$ cat config.mk
export PLATFORM = sky130hd
export DESIGN_NAME = sram_host_ctrl
export DESIGN_NICKNAME = d
export VERILOG_FILES = /design/src/sram_timing_pkg.sv /design/src/sram_host_ctrl.sv
export SDC_FILE = /design/constraint.sdc
export NUM_CORES = 1
export LEC_CHECK = 0
export ABC_AREA = 1
export BUFFER_PORTS_ARGS = -buffer_cell sky130_fd_sc_hd__buf_4
export CAP_MARGIN = 0
export CORE_MARGIN = 2
export CORE_UTILIZATION = 40
export DETAILED_ROUTE_END_ITERATION = 12
export GPL_ROUTABILITY_DRIVEN = 1
export GPL_TIMING_DRIVEN = 0
export PLACE_DENSITY = 0.75
export SLEW_MARGIN = 20
export SYNTH_ARGS = -nofsm -noshare
export SYNTH_HDL_FRONTEND = slang
export SYNTH_SLANG_ARGS = --single-unit
$ cat constraint.sdc
create_clock -name mclk -period 1.9 [get_ports mclk]
set_clock_uncertainty 0.2 [all_clocks]
set_input_delay 0.38 -clock mclk [delete_from_list [all_inputs] [get_ports mclk]]
set_output_delay 0.38 -clock mclk [all_outputs]
set_load 0.01 [all_outputs]
$ cat src/sram_timing_pkg.sv
package sram_timing_pkg;

    // ****************************************
    // Bus widths
    // ****************************************
    localparam int ADDR_W = 20;
    localparam int DATA_W = 16;

    // ****************************************
    // Timing, ns as printed (slower grade)
    // ****************************************
    localparam int CLK_PERIOD_NS    = 10;
    localparam int WRITE_PULSE_NS   = 40;  // Write window width
    localparam int ADDR_TO_END_NS   = 50;  // Address / select / lane valid to write end
    localparam int DATA_SETUP_NS    = 25;  // data_setup_to_write_end
    localparam int DATA_HOLD_NS     = 0;   // data_hold_after_write
    localparam int RECOVERY_NS      = 0;   // write_recovery_interval
    localparam int BUS_RELEASE_NS   = 5;   // Device re-drives no sooner than this
    localparam int READ_ACCESS_NS   = 55;  // Select / lane access
    localparam int OE_ACCESS_NS     = 35;
    localparam int READ_FLOAT_NS    = 20;  // Device floats after deselect
    localparam int RETAIN_SETUP_NS  = 0;   // Deselect to retention

    // ****************************************
    // Cycle counts, least times rounded up, none below one
    // ****************************************
    function automatic int cyc_up(input int ns);
        int c;
        c = (ns + CLK_PERIOD_NS - 1) / CLK_PERIOD_NS;
        return (c < 1) ? 1 : c;
    endfunction

    localparam int WR_PULSE_CYC = cyc_up(ADDR_TO_END_NS) > cyc_up(WRITE_PULSE_NS) ?
                                  cyc_up(ADDR_TO_END_NS) : cyc_up(WRITE_PULSE_NS);
    localparam int WR_HOLD_CYC  = cyc_up(DATA_HOLD_NS + BUS_RELEASE_NS);
    localparam int RD_WAIT_CYC  = cyc_up(READ_ACCESS_NS) + 2;  // Plus input synchroniser
    localparam int RD_FLOAT_CYC = cyc_up(READ_FLOAT_NS);
    localparam int CNT_W        = 4;
    localparam logic [CNT_W-1:0] CNT_ZERO = 4'h0;

    typedef enum logic [5:0] {
        ST_IDLE   = 6'b000001,
        ST_WPULSE = 6'b000010,
        ST_WHOLD  = 6'b000100,
        ST_RWAIT  = 6'b001000,
        ST_RFLOAT = 6'b010000,
        ST_RETAIN = 6'b100000
    } ctl_state_t;

endpackage

$ cat src/sram_host_ctrl.sv
`timescale 1ns/1ps

// Operation
// - Write only while primary low, secondary high, strobe low, a lane low.
// - Host holds the write window at least 35/40 ns.
// - Address stable 45/50 ns before write window ends.
// - Both selects active 45/50 ns before write ends.
// - Byte lane selects valid 45/50 ns before write ends.
// - Address valid no later than write start, setup 0 ns.
// - Address held at least 0 ns after write end before new cycle.
// - Write data valid 25 ns before write end, held 0 ns after.
// - Retention by secondary select lets other inputs float.
// - Retention by primary select needs secondary select held firm.
// - Deselect before supply drops to retention level, 0 ns minimum.
module sram_host_ctrl (
    input  wire logic                          mclk,
    input  wire logic                          rst_n,
    // User request side
    input  wire logic                          req_valid,
    input  wire logic                          req_write,
    input  wire logic [sram_timing_pkg::ADDR_W-1:0] req_addr,
    input  wire logic [sram_timing_pkg::DATA_W-1:0] req_wdata,
    input  wire logic [1:0]                    req_lanes,
    input  wire logic                          retain_req,
    output logic                               req_ready,
    output logic                               rd_valid,
    output logic [sram_timing_pkg::DATA_W-1:0] rd_data,
    output logic                               retain_active,
    // Memory pins
    output logic [sram_timing_pkg::ADDR_W-1:0] mem_addr,
    output logic                               primary_select_n,
    output logic                               secondary_select,
    output logic                               write_strobe_n,
    output logic                               output_enable_n,
    output logic                               low_lane_select_n,
    output logic                               high_lane_select_n,
    input  wire logic [sram_timing_pkg::DATA_W-1:0] mem_dq_in,
    output logic [sram_timing_pkg::DATA_W-1:0] mem_dq_out,
    output logic                               mem_dq_oe
);
    import sram_timing_pkg::*;

    // ****************************************
    // Data pin synchroniser
    // ****************************************
    logic [DATA_W-1:0] dq_s1_ff;
    logic [DATA_W-1:0] dq_s2_ff;

    // Two stages before anything reads the pad
    always_ff @(posedge mclk or negedge rst_n) begin
        if (!rst_n) begin
            dq_s1_ff <= '0;
            dq_s2_ff <= '0;
        end else begin
            dq_s1_ff <= mem_dq_in;
            dq_s2_ff <= dq_s1_ff;
        end
    end

    // ****************************************
    // Sequencer
    // ****************************************
    ctl_state_t        state_ff,  nxt_state;
    logic [CNT_W-1:0]  cnt_ff,    nxt_cnt;
    logic [ADDR_W-1:0] addr_ff,   nxt_addr;
    logic [DATA_W-1:0] wdat_ff,   nxt_wdat;
    logic              psel_ff,   nxt_psel;
    logic              ssel_ff,   nxt_ssel;
    logic              we_ff,     nxt_we;
    logic              oe_ff,     nxt_oe;
    logic [1:0]        lane_ff,   nxt_lane;
    logic              drv_ff,    nxt_drv;
    logic              rdy_ff,    nxt_rdy;
    logic              rv_ff,     nxt_rv;
    logic [DATA_W-1:0] rdat_ff,   nxt_rdat;
    logic              ret_ff,    nxt_ret;

    // Next-state logic; all pins change together only at cycle starts,
    // so every setup is a whole number of cycles, zero for address to write start
    always_comb begin
        nxt_state = state_ff;
        nxt_cnt   = cnt_ff;
        nxt_addr  = addr_ff;
        nxt_wdat  = wdat_ff;
        nxt_psel  = psel_ff;
        nxt_ssel  = ssel_ff;
        nxt_we    = we_ff;
        nxt_oe    = oe_ff;
        nxt_lane  = lane_ff;
        nxt_drv   = drv_ff;
        nxt_rdy   = 1'b0;
        nxt_rv    = 1'b0;
        nxt_rdat  = rdat_ff;
        nxt_ret   = ret_ff;
        unique case (state_ff)
            ST_IDLE: begin
                nxt_rdy = !retain_req && !req_valid;
                if (retain_req) begin
                    nxt_ssel  = 1'b0;
                    nxt_psel  = 1'b1;
                    nxt_lane  = 2'b11;
                    nxt_ret   = 1'b1;
                    nxt_state = ST_RETAIN;
                end else if (req_valid && rdy_ff) begin
                    // address, selects and lanes open together
                    nxt_addr = req_addr;
                    nxt_psel = 1'b0;
                    nxt_ssel = 1'b1;
                    nxt_lane = ~req_lanes;
                    if (req_write) begin
                        nxt_wdat  = req_wdata;
                        nxt_we    = 1'b0;
                        nxt_drv   = 1'b1;
                        nxt_cnt   = CNT_W'(WR_PULSE_CYC - 1);
                        nxt_state = ST_WPULSE;
                    end else begin
                        nxt_oe    = 1'b0;
                        nxt_cnt   = CNT_W'(RD_WAIT_CYC - 1);
                        nxt_state = ST_RWAIT;
                    end
                end
            end
            ST_WPULSE: begin
                if (cnt_ff == CNT_ZERO) begin
                    nxt_we    = 1'b1;
                    nxt_psel  = 1'b1;
                    nxt_lane  = 2'b11;
                    nxt_cnt   = CNT_W'(WR_HOLD_CYC - 1);
                    nxt_state = ST_WHOLD;
                end else begin
                    nxt_cnt = cnt_ff - 1'b1;
                end
            end
            ST_WHOLD: begin
                // address and data held, bus released later
                if (cnt_ff == CNT_ZERO) begin
                    nxt_drv   = 1'b0;
                    nxt_rdy   = 1'b1;
                    nxt_state = ST_IDLE;
                end else begin
                    nxt_cnt = cnt_ff - 1'b1;
                end
            end
            ST_RWAIT: begin
                // sample after worst access plus sync
                if (cnt_ff == CNT_ZERO) begin
                    nxt_rdat[7:0]  = lane_ff[0] ? 8'h00 : dq_s2_ff[7:0];
                    nxt_rdat[15:8] = lane_ff[1] ? 8'h00 : dq_s2_ff[15:8];
                    nxt_rv    = 1'b1;
                    nxt_oe    = 1'b1;
                    nxt_psel  = 1'b1;
                    nxt_lane  = 2'b11;
                    nxt_cnt   = CNT_W'(RD_FLOAT_CYC - 1);
                    nxt_state = ST_RFLOAT;
                end else begin
                    nxt_cnt = cnt_ff - 1'b1;
                end
            end
            ST_RFLOAT: begin
                // wait for the device to float before a write drives
                if (cnt_ff == CNT_ZERO) begin
                    nxt_rdy   = 1'b1;
                    nxt_state = ST_IDLE;
                end else begin
                    nxt_cnt = cnt_ff - 1'b1;
                end
            end
            ST_RETAIN: begin
                // secondary held firm low, others parked
                if (!retain_req) begin
                    nxt_ret   = 1'b0;
                    nxt_ssel  = 1'b1;
                    nxt_state = ST_IDLE;
                end
            end
        endcase
    end

    // Registers only
    always_ff @(posedge mclk or negedge rst_n) begin
        if (!rst_n) begin
            state_ff <= ST_IDLE;
            cnt_ff   <= CNT_ZERO;
            addr_ff  <= '0;
            wdat_ff  <= '0;
            psel_ff  <= 1'b1;
            ssel_ff  <= 1'b0;
            we_ff    <= 1'b1;
            oe_ff    <= 1'b1;
            lane_ff  <= 2'b11;
            drv_ff   <= 1'b0;
            rdy_ff   <= 1'b0;
            rv_ff    <= 1'b0;
            rdat_ff  <= '0;
            ret_ff   <= 1'b0;
        end else begin
            state_ff <= nxt_state;
            cnt_ff   <= nxt_cnt;
            addr_ff  <= nxt_addr;
            wdat_ff  <= nxt_wdat;
            psel_ff  <= nxt_psel;
            ssel_ff  <= nxt_ssel;
            we_ff    <= nxt_we;
            oe_ff    <= nxt_oe;
            lane_ff  <= nxt_lane;
            drv_ff   <= nxt_drv;
            rdy_ff   <= nxt_rdy;
            rv_ff    <= nxt_rv;
            rdat_ff  <= nxt_rdat;
            ret_ff   <= nxt_ret;
        end
    end

    // ****************************************
    // Outputs straight from flops
    // ****************************************
    assign req_ready          = rdy_ff;
    assign rd_valid           = rv_ff;
    assign rd_data            = rdat_ff;
    assign retain_active      = ret_ff;
    assign mem_addr           = addr_ff;
    assign primary_select_n   = psel_ff;
    assign secondary_select   = ssel_ff;
    assign write_strobe_n     = we_ff;
    assign output_enable_n    = oe_ff;
    assign low_lane_select_n  = lane_ff[0];
    assign high_lane_select_n = lane_ff[1];
    assign mem_dq_out         = wdat_ff;
    assign mem_dq_oe          = drv_ff;

endmodule

==> results.md <==
Run status:
- The flow ran to the end, and the final reports show no timing, DRC or antenna violations.

Place:
- Input and output buffers added on the ports amount to 120.
- The worst slack at placement is -0.0120 ns.
- At the end of routability-driven placement, the weighted congestion stood at 0.865.
- The estimated wirelength of the detail-placed design is 6.36 mm.

Final layout:
- The synthesis-to-finish area growth is 40.4%.
- The number of antenna diodes in the final layout is 0.
- The share of post-route cells with drive strength above 1 is 30.1%.
- The final layout contains 635 nets.
- The filler cells instantiated in the layout total 828.
- For this run, the share of the core covered by cells in the final layout is 57.8%.

Run:
- The count of maximum capacitance violations is 0.

Min path:
- Counting instances, the worst hold path has a depth of 3.
- The destination of the worst hold path is mem_addr[15]$_DFFE_PN0P_.
- The worst min-delay path category is input pin to flip-flop.
- The startpoint of the most critical hold path is req_addr[15].

Timing:
- The worst pin sits at a relative slew slack of 39.6%.
- The least setup slack across all paths after layout is 0.137 ns.
- The maximum clock frequency is 0.567 GHz.
- After routing, the total negative slack on setup checks comes to 0 ns.
- The final-report max-slew violation count is 0.
- The number of hold-slack violations in the final timing report is 0.
- The minimum period implied by the final worst setup slack is 1.76 ns.
- Of the available clock period, the critical path in the final layout requires 92.8%.
- Setup repair after global routing could not meet its margin everywhere.
- The transition at the pin with the smallest max-transition slack is 0.905 ns.
- The final setup violation count is 0.

Die:
- The I/O pin count is 121.
- The region available for standard cell placement spans 9770 µm².
- After floorplanning, the core was divided into 36 placement rows.
- The height of the chip is 104 µm.
- Measured along the x axis, the die boundary spans 104 µm.
- The initial utilization of the core area, before any placement, comes to 41.2%.
- The die covers 10900 µm².

Global route:
- The number of antenna violations at the first check in global routing is 0.
- The via count of the first global-routing pass is 3307.
- Global routing finished with a remaining overflow of 0.
- The first global-routing pass estimated 15.7 mm of wire.
- In the global route stage, overall resource usage came out at 17.9%.
- The maximum number of pins on one net before global-route repair is 105.

Synthesis:
- The cell taking the most area after synthesis is dfrtp_1.
- The synthesized-area fraction occupied by ao, oa, aoi and oai cells is 4.57%.
- The part of the Yosys area used for sequential elements is 64.9%.
- The xor and xnor fraction of the mapped netlist area is 0.435%.
- The area share of the largest cell type after synthesis is 60.9%.
- The cell area after technology mapping is 4020 µm².
- The mux contribution to synthesized area is 0%.
- The dominant combinational cell family by area after synthesis is simple AND/OR/NAND/NOR gates.
- After Yosys synthesis, full adders, half adders and majority gates account for 0.622% of the synthesized area.
- After technology mapping, the gate count stands at 412.
- The register bit count reported by yosys is 104.
- The average instance in the mapped netlist occupies 9.77 µm².
- The count of synthesis-stage warnings from yosys is 0.
- The simple-gate area share of the yosys netlist is 24.6%.
- The count of cell types in the netlist is 29.
- The post-synthesis net count is 473.
- By area the synthesized netlist is led by dfrtp_1 (61%), nand2_1 (15%), dfstp_2 (3.9%).

Route:
- The residual DRC count is 0.
- The via count is 3250.
- The number of detailed-routing iterations run before antenna repair is 4.
- In this run, the number of DRC markers left after iteration 0 of detailed routing was 202.
- The detail route stage leaves a number of antenna-violating nets equal to 0.
- In the final routed layout, each cell accounts on average for 13.0 µm.
- The per-cell via count in the routed design is 4.56.
- Summed over all layers, the routed wires come to 9.27 mm.

Pwr:
- Summed over all cells, the static leakage comes to 3.00 nW.
- The power density over the cells is 989 nW/µm².
- IR analysis of the VDD net gives a maximum drop of 0.000444 V.

Critical path:
- STA classifies the critical path startpoint as a flip-flop.
- The worst register-to-register path ends at lane_ff[0]$_DFFE_PN1P_.
- The category of the critical setup timing path is flip-flop to flip-flop.
- The worst reg2reg path startpoint is state_ff[0]$_DFFE_PN1P_.
- For flop-to-flop paths, the worst setup slack is 0.14 ns.
- The required time at the endpoint of the critical path is 1.99 ns.
- The worst-case reg-to-reg path depth is 7.
- The highest fanout seen on the critical path is 9.
- STA classifies the critical path endpoint as a flip-flop.
- For the worst setup path, the data arrival time is 1.86 ns.

Clocking:
- In this run the number of H-tree levels came out at 3.
- The TritonCTS clock tree is done.
- The clock root buffer is clkbuf_8.
- The later-pin clock latency in the skew report is 0.37 ns.
- The clock slew seen by the registers of the worst setup and hold paths is 0.10 ns.
- Counting along the longest clock path gives a buffer depth of 2.
- In this run, CTS created clock tree buffers numbering 9.
- The clock sink total is 104.
==> worst max path at each step <==
stage                            startpoint                endpoint  depth (start not counted)
floorplan             cnt_ff[0]$_DFFE_PN0P_   cnt_ff[0]$_DFFE_PN0P_                         10
global placement      cnt_ff[0]$_DFFE_PN0P_  rd_data[8]$_DFFE_PN0P_                          8
detailed placement    cnt_ff[0]$_DFFE_PN0P_  rd_data[8]$_DFFE_PN0P_                          7
CTS                   cnt_ff[0]$_DFFE_PN0P_  rd_data[8]$_DFFE_PN0P_                          7
global route        state_ff[1]$_DFFE_PN0P_   cnt_ff[0]$_DFFE_PN0P_                          8
finish              state_ff[0]$_DFFE_PN1P_  lane_ff[0]$_DFFE_PN1P_                          7
==> stage by stage <==
stage / power, mW / std cells / cell area [µm²] / hold WS, ns
final: 5.59 / 712 / 5650 / 0.0195
after global placement: 3.98 / 665 / 5090 / 0.132
after floorplan: 3.51 / 412 / 4020 / -0.116
after global routing: 5.94 / 712 / 5650 / 0.00256
after CTS: 5.59 / 712 / 5630 / 0.0000934
after detailed placement: 4.05 / 665 / 5090 / 0.135
==> worst max-delay path: stages, from the launching register on <==
cell and delay (ns):
dfstp_2 0.56, inv_1 0.05, nor2_2 0.11, nand3_4 0.16, nor2_1 0.16, nand2_1 0.15
nand3_1 0.19, a21boi_0 0.11
==> what timing repair did <==
item | 4_1_cts | 5_1_grt
setup endpoints to repair | 1 | 23
setup buffers | 0 | 0
hold buffers | 31 | 0
pin swaps | 0 | 2
endpoints found under the hold margin | 128 | 0
gates resized for setup | 1 | 10
==> cell usage after synthesis, drive strengths merged <==
cell type and count:
xor2 2, inv 27, clkinv 2, buf 10, nand4 1, a21boi 2
nor4 1, nand2 170, dfstp 6, o21ai 27, clkbuf 2, nor2 25
a21oi 6, dfrtp 98, ha 2, nand3 31
==> cell type report <==
type	instances	area, µm²	area share (%)
inverters	29	109	1.93
repair buffers	151	1210	21.5
flip-flops and latches	104	2610	46.2
clock buffers	9	124	2.19
multi-input cells	267	1240	21.9
plain buffers	12	92.6	1.64
clock inverters	7	92.6	1.64
well taps	133	166	2.95
==> cell families after synthesis <==
family | Yosys count
AO/OA/AOI/OAI | 35
AND/OR/NAND/NOR | 228
adder cells (fa/ha/maj) | 2
flip-flops | 104
XOR/XNOR | 2
buffers and inverters | 41
==> routing by layer <==
metal | vias up | share of wire (%) | GRT usage, %
met5 | - | 0 | 0
met3 | 12 | 4.9 | 3.88
met1 | 1547 | 41 | 21.6
met4 | 0 | 1.5 | 7.82
met2 | 89 | 53 | 30.8
li1 | 1602 | - | -
==> cell usage in the layout (no fill, tap or decap), types with 5 or more instances in the layout <==
cell type      count
nand2_1          164
buf_4            121
dfrtp_1           98
dlygate4sd3_1     31
nand3_1           26
inv_1             25
o21ai_0           24
nor2_1            18
clkbuf_8           9
dfstp_2            6
nand2_2            5
buf_2              5
a21oi_1            5
==> power breakdown <==
| part | total [mW] | internal, mW | switching (mW) |
|---|---|---|---|
| registers | 2.62 | 2.46 | 0.154 |
| logic | 1.50 | 0.602 | 0.901 |
| clock network | 1.47 | 0.646 | 0.821 |
| total | 5.59 | 3.71 | 1.88 |
==> state kept, by name, indices dropped and copies added (netlist names) <==
register / cells
mem_addr: 20
dq_s1_ff: 16
dq_s2_ff: 16
mem_dq_out: 16
rd_data: 16
state_ff: 6
cnt_ff: 4
lane_ff: 2
mem_dq_oe: 1
output_enable_n: 1
primary_select_n: 1
rd_valid: 1
req_ready: 1
retain_active: 1
secondary_select: 1
write_strobe_n: 1
(Power assumes the default switching activity.)
